## config.mk

```make
export PLATFORM = sky130hd
export DESIGN_NAME = rps_rx_protection_switch
export DESIGN_NICKNAME = d
export VERILOG_FILES = /design/src/rps_rx_protection_switch.v
export VERILOG_INCLUDE_DIRS = /design/src /design/src/src
export SDC_FILE = /design/constraint.sdc
export NUM_CORES = 1
export LEC_CHECK = 0
export BUFFER_PORTS_ARGS = -buffer_cell sky130_fd_sc_hd__buf_2
export CORE_ASPECT_RATIO = 1.75
export CORE_MARGIN = 2
export CORE_UTILIZATION = 50
export DETAILED_ROUTE_END_ITERATION = 8
export PLACE_DENSITY = 0.77
export SETUP_SLACK_MARGIN = 0.02
export SYNTH_ARGS = -nofsm -noshare
export SYNTH_HDL_FRONTEND = slang
export SYNTH_SLANG_ARGS = --single-unit
```

## constraint.sdc

```tcl
create_clock -name clk_sys -period 2.51 [get_ports clk_sys]
set_input_delay 0.3765 -clock clk_sys [delete_from_list [all_inputs] [get_ports clk_sys]]
set_output_delay 0.3765 -clock clk_sys [all_outputs]
set_load 0.01 [all_outputs]
```

## src/rps_consts.vh

```
// Purpose: constants for the receive protection switch and channel powerdown
// Assumes: byte-wide register port at absolute core addresses
// Notes: definitions only
`ifndef RPS_CONSTS_VH
`define RPS_CONSTS_VH

`define RPS_ADDR_W 18
`define RPS_ADDR_SCRATCH 18'h30003
`define RPS_ADDR_LOCK_MSB 18'h30004
`define RPS_ADDR_LOCK_LSB 18'h30005
`define RPS_ADDR_LOCKED_LO 18'h30006
`define RPS_ADDR_LOCKED_HI 18'h300ff
`define RPS_ADDR_LVDS_CTRL 18'h30008
`define RPS_ADDR_PAR_CTRL 18'h30009
`define RPS_ADDR_LVDS_SEL 18'h3000a
`define RPS_ADDR_CH_EN 18'h3000b
`define RPS_ADDR_STATUS 18'h3000c

`define RPS_KEY_MSB 8'h05
`define RPS_KEY_LSB 8'h80

`define RPS_LVDS_SW_EN_BIT 0
`define RPS_PAR_SW_EN_BIT 4
`define RPS_STAT_WERR_BIT 0

`define RPS_RST_BYTE 8'h00
`define RPS_RST_CH_EN 8'h00

`endif

```

## src/rps_rx_protection_switch.v

```verilog
// Purpose: receive protection selection and per-channel powerdown control
// Assumes: parallel bytes and overhead bits arrive on clk_sys after the alignment fifo
// Notes: select inputs from the fabric are treated as foreign and synchronised
// channel enables reset low, so every channel starts powered down
//
// What this block does
// disabled channel powers down; per-channel software enable
// drive parallel and overhead output enables
// powerdown also reaches serial macro channel
// all eight channels powered down after reset
// receive-only switching over main/protect channel pairs
// parallel selection after alignment fifo only
// parallel selection works with pointer stage bypassed
// pairs 0/1,2/3,4/5,6/7; first output switches
// pair select 1 main, 0 protect
// interface select moves parallel data only
// software select moves parallel and overhead
// per-channel work/protect buffer ahead of recovery
// buffer select 0 work, 1 protect
// no status for unselected buffers
// software buffer control: enable bit, per-channel bits
// software unlocks with key before protected writes
// software enable overrides interface select inputs
`timescale 1ns/1ps
`include "rps_consts.vh"

module rps_rx_protection_switch #(
  parameter N_CH = 8,
  parameter BYTE_W = 8
) (
  // clock and reset
  input wire clk_sys,
  input wire rst_n,
  // register port
  input wire [`RPS_ADDR_W-1:0] reg_addr,
  input wire reg_wr,
  input wire reg_rd,
  input wire [7:0] reg_wdata,
  output reg [7:0] reg_rdata_r,
  output reg reg_rdata_valid_r,
  // configuration from the datapath
  input wire alignment_fifo_in_use,
  input wire pointer_stage_bypassed,
  // pair select inputs from fabric
  input wire pair_select_a_first,
  input wire pair_select_a_second,
  input wire pair_select_b_first,
  input wire pair_select_b_second,
  // buffer select inputs from fabric
  input wire buffer_select_ch0,
  input wire buffer_select_ch1,
  input wire buffer_select_ch2,
  input wire buffer_select_ch3,
  input wire buffer_select_ch4,
  input wire buffer_select_ch5,
  input wire buffer_select_ch6,
  input wire buffer_select_ch7,
  // per-channel receive data after the alignment fifo
  input wire [N_CH*BYTE_W-1:0] aligned_rx_byte_in,
  input wire [N_CH-1:0] serial_overhead_in,
  // data towards fabric
  output reg [N_CH*BYTE_W-1:0] parallel_rx_byte_out_r,
  output reg [N_CH-1:0] serial_overhead_out_r,
  output reg [N_CH-1:0] parallel_out_enable_r,
  output reg [N_CH-1:0] serial_overhead_out_enable_r,
  // towards the serial macro and buffer mux
  output reg [N_CH-1:0] high_speed_serial_macro_powerdown_r,
  output reg [N_CH-1:0] protect_buffer_select_r
);

  localparam N_PAIR = N_CH / 2;

  // registers
  reg [7:0] scratch_r;
  reg [7:0] lock_msb_r;
  reg [7:0] lock_lsb_r;
  reg [7:0] lvds_ctrl_r;
  reg [7:0] par_ctrl_r;
  reg [7:0] lvds_sel_r;
  reg [7:0] ch_en_r;
  reg write_err_r;
  reg [7:0] scratch_nxt;
  reg [7:0] lock_msb_nxt;
  reg [7:0] lock_lsb_nxt;
  reg [7:0] lvds_ctrl_nxt;
  reg [7:0] par_ctrl_nxt;
  reg [7:0] lvds_sel_nxt;
  reg [7:0] ch_en_nxt;
  reg write_err_nxt;
  reg [7:0] rdata_nxt;

  // synchronisers for fabric select inputs
  reg [N_PAIR+N_CH-1:0] sel_s1_r;
  reg [N_PAIR+N_CH-1:0] sel_s2_r;
  reg [N_PAIR+N_CH-1:0] sel_s3_r;
  reg [N_PAIR+N_CH-1:0] sel_val_r;
  wire [N_PAIR+N_CH-1:0] sel_val_nxt;
  wire [N_PAIR+N_CH-1:0] sel_raw;

  wire unlocked;
  wire in_locked_range;
  wire wr_ok;
  wire wr_denied;
  wire par_sw;
  wire lvds_sw;
  wire par_active;
  wire [N_PAIR-1:0] pair_main;
  wire [N_CH-1:0] buf_protect;
  wire [N_CH-1:0] ch_on;

  // pair selects in the low bits, buffer selects above them
  assign sel_raw[0] = pair_select_a_first;
  assign sel_raw[1] = pair_select_a_second;
  assign sel_raw[2] = pair_select_b_first;
  assign sel_raw[3] = pair_select_b_second;
  assign sel_raw[N_PAIR+0] = buffer_select_ch0;
  assign sel_raw[N_PAIR+1] = buffer_select_ch1;
  assign sel_raw[N_PAIR+2] = buffer_select_ch2;
  assign sel_raw[N_PAIR+3] = buffer_select_ch3;
  assign sel_raw[N_PAIR+4] = buffer_select_ch4;
  assign sel_raw[N_PAIR+5] = buffer_select_ch5;
  assign sel_raw[N_PAIR+6] = buffer_select_ch6;
  assign sel_raw[N_PAIR+7] = buffer_select_ch7;

  // three stages plus the agree rule cost four edges of select latency
  // a bit changes only once stages two and three agree
  assign sel_val_nxt = (sel_s2_r & sel_s3_r) | (sel_val_r & (sel_s2_r ^ sel_s3_r));

  always @(posedge clk_sys or negedge rst_n) begin
    if (!rst_n) begin
      sel_s1_r <= {(N_PAIR+N_CH){1'b0}};
      sel_s2_r <= {(N_PAIR+N_CH){1'b0}};
      sel_s3_r <= {(N_PAIR+N_CH){1'b0}};
      sel_val_r <= {(N_PAIR+N_CH){1'b0}};
    end else begin
      sel_s1_r <= sel_raw;
      sel_s2_r <= sel_s1_r;
      sel_s3_r <= sel_s2_r;
      sel_val_r <= sel_val_nxt;
    end
  end

  // write protection
  // both key bytes must match; a half-written key keeps the core locked
  // scratch and lock bytes sit below the locked window, so unlock is always possible
  assign unlocked = (lock_msb_r == `RPS_KEY_MSB) && (lock_lsb_r == `RPS_KEY_LSB);
  assign in_locked_range = (reg_addr >= `RPS_ADDR_LOCKED_LO) && (reg_addr <= `RPS_ADDR_LOCKED_HI);
  assign wr_ok = reg_wr && (!in_locked_range || unlocked);
  assign wr_denied = reg_wr && in_locked_range && !unlocked;

  // software register next values; only accepted writes land
  always @* begin
    scratch_nxt = scratch_r;
    lock_msb_nxt = lock_msb_r;
    lock_lsb_nxt = lock_lsb_r;
    lvds_ctrl_nxt = lvds_ctrl_r;
    par_ctrl_nxt = par_ctrl_r;
    lvds_sel_nxt = lvds_sel_r;
    ch_en_nxt = ch_en_r;
    if (wr_ok) begin
      case (reg_addr)
        `RPS_ADDR_SCRATCH: scratch_nxt = reg_wdata;
        `RPS_ADDR_LOCK_MSB: lock_msb_nxt = reg_wdata;
        `RPS_ADDR_LOCK_LSB: lock_lsb_nxt = reg_wdata;
        `RPS_ADDR_LVDS_CTRL: lvds_ctrl_nxt = reg_wdata;
        `RPS_ADDR_PAR_CTRL: par_ctrl_nxt = reg_wdata;
        `RPS_ADDR_LVDS_SEL: lvds_sel_nxt = reg_wdata;
        `RPS_ADDR_CH_EN: ch_en_nxt = reg_wdata;
        default: ;
      endcase
    end
  end

  always @(posedge clk_sys or negedge rst_n) begin
    if (!rst_n) begin
      scratch_r <= `RPS_RST_BYTE;
      lock_msb_r <= `RPS_RST_BYTE;
      lock_lsb_r <= `RPS_RST_BYTE;
      lvds_ctrl_r <= `RPS_RST_BYTE;
      par_ctrl_r <= `RPS_RST_BYTE;
      lvds_sel_r <= `RPS_RST_BYTE;
      ch_en_r <= `RPS_RST_CH_EN;
    end else begin
      scratch_r <= scratch_nxt;
      lock_msb_r <= lock_msb_nxt;
      lock_lsb_r <= lock_lsb_nxt;
      lvds_ctrl_r <= lvds_ctrl_nxt;
      par_ctrl_r <= par_ctrl_nxt;
      lvds_sel_r <= lvds_sel_nxt;
      ch_en_r <= ch_en_nxt;
    end
  end

  // denied-write flag: set wins over clear-on-read
  always @* begin
    write_err_nxt = write_err_r;
    if (reg_rd && reg_addr == `RPS_ADDR_STATUS) begin
      write_err_nxt = 1'b0;
    end
    if (wr_denied) begin
      write_err_nxt = 1'b1;
    end
  end

  always @(posedge clk_sys or negedge rst_n) begin
    if (!rst_n) begin
      write_err_r <= 1'b0;
    end else begin
      write_err_r <= write_err_nxt;
    end
  end

  // read port, one cycle latency; unmapped addresses read zero
  // status bit 1 mirrors the pointer stage bypass level for software
  always @* begin
    rdata_nxt = 8'h00;
    if (reg_rd) begin
      case (reg_addr)
        `RPS_ADDR_SCRATCH: rdata_nxt = scratch_r;
        `RPS_ADDR_LOCK_MSB: rdata_nxt = lock_msb_r;
        `RPS_ADDR_LOCK_LSB: rdata_nxt = lock_lsb_r;
        `RPS_ADDR_LVDS_CTRL: rdata_nxt = lvds_ctrl_r;
        `RPS_ADDR_PAR_CTRL: rdata_nxt = par_ctrl_r;
        `RPS_ADDR_LVDS_SEL: rdata_nxt = lvds_sel_r;
        `RPS_ADDR_CH_EN: rdata_nxt = ch_en_r;
        `RPS_ADDR_STATUS: rdata_nxt = {6'h00, pointer_stage_bypassed, write_err_r};
        default: rdata_nxt = 8'h00;
      endcase
    end
  end

  always @(posedge clk_sys or negedge rst_n) begin
    if (!rst_n) begin
      reg_rdata_r <= 8'h00;
      reg_rdata_valid_r <= 1'b0;
    end else begin
      reg_rdata_r <= rdata_nxt;
      reg_rdata_valid_r <= reg_rd;
    end
  end

  // selection sources
  assign par_sw = par_ctrl_r[`RPS_PAR_SW_EN_BIT];
  assign lvds_sw = lvds_ctrl_r[`RPS_LVDS_SW_EN_BIT];
  assign pair_main = par_sw ? par_ctrl_r[N_PAIR-1:0] : sel_val_r[N_PAIR-1:0];
  assign buf_protect = lvds_sw ? lvds_sel_r[N_CH-1:0] : sel_val_r[N_PAIR+N_CH-1:N_PAIR];
  // switching needs the fifo-aligned bytes; pointer stage state is irrelevant here
  assign par_active = alignment_fifo_in_use;
  assign ch_on = ch_en_r[N_CH-1:0];

  // per-pair receive selection; transmit side is untouched by design
  genvar p;
  generate
    for (p = 0; p < N_PAIR; p = p + 1) begin : g_pair
      wire take_protect;
      wire [BYTE_W-1:0] main_byte;
      wire [BYTE_W-1:0] prot_byte;
      wire [BYTE_W-1:0] first_byte;
      wire first_toh;
      wire [BYTE_W-1:0] first_byte_nxt;
      wire [BYTE_W-1:0] second_byte_nxt;
      wire first_toh_nxt;
      wire second_toh_nxt;
      assign main_byte = aligned_rx_byte_in[(2*p)*BYTE_W +: BYTE_W];
      assign prot_byte = aligned_rx_byte_in[(2*p+1)*BYTE_W +: BYTE_W];
      assign take_protect = par_active && !pair_main[p];
      assign first_byte = take_protect ? prot_byte : main_byte;
      // overhead follows only under software control
      assign first_toh = (take_protect && par_sw) ? serial_overhead_in[2*p+1] : serial_overhead_in[2*p];
      // a disabled channel shows zero, never stale data; second channel keeps its own
      assign first_byte_nxt = ch_on[2*p] ? first_byte : {BYTE_W{1'b0}};
      assign second_byte_nxt = ch_on[2*p+1] ? prot_byte : {BYTE_W{1'b0}};
      assign first_toh_nxt = ch_on[2*p] & first_toh;
      assign second_toh_nxt = ch_on[2*p+1] & serial_overhead_in[2*p+1];

      always @(posedge clk_sys or negedge rst_n) begin
        if (!rst_n) begin
          parallel_rx_byte_out_r[(2*p)*BYTE_W +: BYTE_W] <= {BYTE_W{1'b0}};
          parallel_rx_byte_out_r[(2*p+1)*BYTE_W +: BYTE_W] <= {BYTE_W{1'b0}};
          serial_overhead_out_r[2*p] <= 1'b0;
          serial_overhead_out_r[2*p+1] <= 1'b0;
        end else begin
          parallel_rx_byte_out_r[(2*p)*BYTE_W +: BYTE_W] <= first_byte_nxt;
          parallel_rx_byte_out_r[(2*p+1)*BYTE_W +: BYTE_W] <= second_byte_nxt;
          serial_overhead_out_r[2*p] <= first_toh_nxt;
          serial_overhead_out_r[2*p+1] <= second_toh_nxt;
        end
      end
    end
  endgenerate

  // powerdown, output enables and buffer choice, one slice per channel
  genvar c;
  generate
    for (c = 0; c < N_CH; c = c + 1) begin : g_chan
      always @(posedge clk_sys or negedge rst_n) begin
        if (!rst_n) begin
          parallel_out_enable_r[c] <= 1'b0;
          serial_overhead_out_enable_r[c] <= 1'b0;
          high_speed_serial_macro_powerdown_r[c] <= 1'b1;
          protect_buffer_select_r[c] <= 1'b0;
        end else begin
          parallel_out_enable_r[c] <= ch_on[c];
          serial_overhead_out_enable_r[c] <= ch_on[c];
          high_speed_serial_macro_powerdown_r[c] <= !ch_on[c];
          // drives the buffer mux ahead of recovery; no per-buffer status exists
          protect_buffer_select_r[c] <= buf_protect[c];
        end
      end
    end
  endgenerate

endmodule // rps_rx_protection_switch

```

==> out/results.tsv <==
stage	metric	value	unit
timing	FMAX	0.502	GHz
finish	ANT cells	0	
drt	DRC	0	
cts	# H-tree levels	1	
logic_synthesis	Seq/Total Area, Yosys	65.4	%
setup_path	Critical path destination	lock_msb_r[6]	
setup_path	Critical R2R Capture	lvds_sel_r[6]	
timing	Slew Viols, Final	0	
cts	clock tree from TritonCTS	built	
logic_synthesis	YS warnings	0	
setup_path	reg2reg start	lock_lsb_r[0]	
logic_synthesis	fraction of registers with async set/reset	100	%
timing	Final Setup Violations	0	
timing	Tmin final	1.99	ns
global_routing	first-pass GRT wire length	30400	um
timing	worst-margin pin slew	0.588	ns
drt	Top Metal Used	met4	
die	io pins	229	
outcome	outcome	finished clean	
die	die width	99.9	um
setup_path	crit path kind	input port to flop	
setup_path	Max FO, Critical Path	8	
drt	drt first pass iters	4	
logic_synthesis	Synth area leader	dfrtp_1	
cts	clock-pin slew on the worst setup and hold paths	0.07	ns
timing	fin worst setup slack	0.516	ns
setup_path	Critical Path Max Stage Delay	0.58	ns
drt	DR vias/cell	5.35	
logic_synthesis	Synth Flop Type	dfrtp_1	
finish	highest-count cells in the layout ignoring fill and taps	buf_2 (227), dfrtp_1 (202), mux2_2 (68), nor2_1 (45), mux2i_1 (39)	
die	Placement Rows	61	
drt	WL met2	10300	um
global_routing	gr usage total	22.6	%
pwr	Max VDD drop	0.652	mV
finish	final core utilization	64.6	%
timing	final period utilization	79.4	%
finish	layout cell share with drive strength beyond 1	45.2	%
global_routing	initial antenna violation count	0	
setup_path	Critical Path Slowest Stage Cell	or4_4	
logic_synthesis	Post-synth EDFFs	0	
drt	Initial DRC Count	191	
global_routing	largest net degree at the start of global routing	61	
setup_path	Worst EP arrival	2.34	ns
min_path	min-delay worst type	input port to flop	
cts	CTS Buf Count	19	
logic_synthesis	Mean Syn Cell Area	14.2	um^2
logic_synthesis	Mapped Cells	566	
drt	final wirelength	19100	um
cts	clock root buffer master	clkbuf_16	
finish	commonest non-fill, non-tap cell in the layout	buf_2	
setup_path	crit-path cells	buf_2 -> or4_4 -> nor4_4 -> inv_1 -> nor2_2 -> mux2_2	
timing	Clock Skew	0.00908	ns
pwr	Pwr Total	6.72	mW
timing	final setup TNS	0	ns
timing	final hold viol count	0	
logic_synthesis	top-area cell type share of the netlist area	62.8	%
setup_path	worst endpoint required time	2.86	ns
global_routing	vias in the first global route	5973	
finish	area grow syn2layout	26.7	%
global_routing	total gr overflow	0	
setup_path	crit path launch type	input port	
timing	RSZ-0062 raised after global routing	false	
die	Core Footprint	0.0158	mm^2
setup_path	Setup crit end kind	flop	
run	max-cap violations	0	
pwr	Leak	5.60	nW
cts	Clock Path Buffers	3	
setup_path	CP startpoint	reg_addr[5]	
die	Die Y	172	um
drt	met3 wire len	1080	um
pwr	PwrDens	658	mW/mm^2
drt	Wirelength per Cell	18.8	um
logic_synthesis	#FFs+latches synth	210	
logic_synthesis	Cell variety after synth	52	
logic_synthesis	net count after synthesis	694	
setup_path	flop2flop setup slack	0.54	ns
drt	post-route ant nets	0	
cts	Clk Latency, worst-skew pair	0.48	ns
die	Initial Util	51.0	%
place	port bufs	228	
finish	post-layout net count	945	
place	worst slack, placed	0.0287	ns
drt	wire length on met1	6880	um
setup_path	reg2reg path depth	6	
logic_synthesis	Synth area leaders	dfrtp_1 (63%), mux2_2 (9.5%), mux2i_1 (4.8%), and2_1 (3.0%), dfstp_2 (2.6%)	
die	die area	0.0172	mm^2
place	Placer Congestion	0.838	
drt	Vias	5448	
min_path	Hold Path Cell Cnt	1	
logic_synthesis	synthesized area	0.00805	mm^2
place	DP HPWL	14300	um
timing	Max-slew headroom	60.8	%
cts	CTS Sinks	210	
==> cell usage after synthesis (all sizes together) (2+ instances only) <==
master  count
mux2i      39
clkbuf     14
dfstp       8
nand2      20
a221oi      2
a32o        2
o21ai      12
ha         12
and2       39
nand4       7
dfrtp     202
buf        13
mux2       72
nor4        4
a22oi       2
inv        12
nand3       2
or4         4
nor2       46
mux4        2
a22o        2
nor2b       4
a32oi       6
a21o       13
a21oi      13
==> worst min-delay path by stage <==
| stage | startpoint | end | slack [ns] |
|---|---|---|---|
| detailed placement | sel_s1_r[6] | sel_s2_r[6] | 0.34 |
| floorplan | rst_n | ch_en_r[0] | 0.08 |
| finish | pair_select_a_second | sel_s1_r[1] | 0.01 |
| global route | pair_select_b_second | sel_s1_r[3] | 0.0004 |
| CTS | buffer_select_ch5 | sel_s1_r[9] | 0.003 |
| global placement | sel_s1_r[4] | sel_s2_r[4] | 0.33 |
==> registers in the layout (all words and copies together) (netlist names) <==
| signal | count |
|---|---|
| scratch_r | 8 |
| serial_overhead_out_r | 8 |
| lock_msb_r | 8 |
| sel_s2_r | 12 |
| protect_buffer_select_r | 8 |
| write_err_r | 1 |
| reg_rdata_r | 8 |
| parallel_rx_byte_out_r | 64 |
| lvds_sel_r | 8 |
| ch_en_r | 8 |
| sel_val_r | 12 |
| par_ctrl_r | 8 |
| high_speed_serial_macro_powerdown_r | 8 |
| lvds_ctrl_r | 8 |
| sel_s1_r | 12 |
| reg_rdata_valid_r | 1 |
| sel_s3_r | 12 |
| lock_lsb_r | 8 |
| serial_overhead_out_enable_r | 8 |
==> metal layers <==
metal  GRT usage (%)  vias to the layer above
li1                -                     2476
met1            25.3                     2672
met2            41.5                      237
met3            3.96                       63
met4            10.5                        0
met5               0                        -
==> worst max-delay path: cells and delay by family <==
| family | cells | cell delay (ns) |
|---|---|---|
| mux | 1 | 0.39 |
| buf+inv | 2 | 0.20 |
| simple gates | 3 | 1.37 |
==> where the power goes <==
group,switching [mW],internal (mW)
Clock,1.18,1.63
Combinational,0.236,0.186
Sequential,0.0267,3.45
Total,1.45,5.27
==> cells by family after synthesis <==
group           count (synthesis)  share of synthesized area (%)
flops                         210                           65.4
simple gates                  133                           9.77
mux                           113                           15.6
compound gates                 59                           5.05
buf+inv                        39                           2.32
fa+ha+maj                      12                           1.86
==> final cells by class <==
type	instances	area, um^2
clock buffer	29	593
clock inverter	4	28.8
fill	1205	5600
inverter	12	45.0
multi-input combinational	317	2600
sequential	210	5270
tap	189	236
timing repair buffer	257	1430
==> stage by stage <==
step                      instances  hold slack (ns)  instance area, um^2
after CTS                      1017          0.00304                10200
after detailed placement        975            0.336                 9480
final                          1018           0.0130                10200
after floorplan                 566           0.0809                 8050
after global placement          975            0.333                 9480
after global routing           1018         0.000432                10200
==> repair_timing <==
item,4_1_cts,5_1_grt
setup buffers,0,0
endpoints found under the hold margin,56,1
hold buffers,9,1
resized for setup,0,0
(Power assumes the default switching activity.)
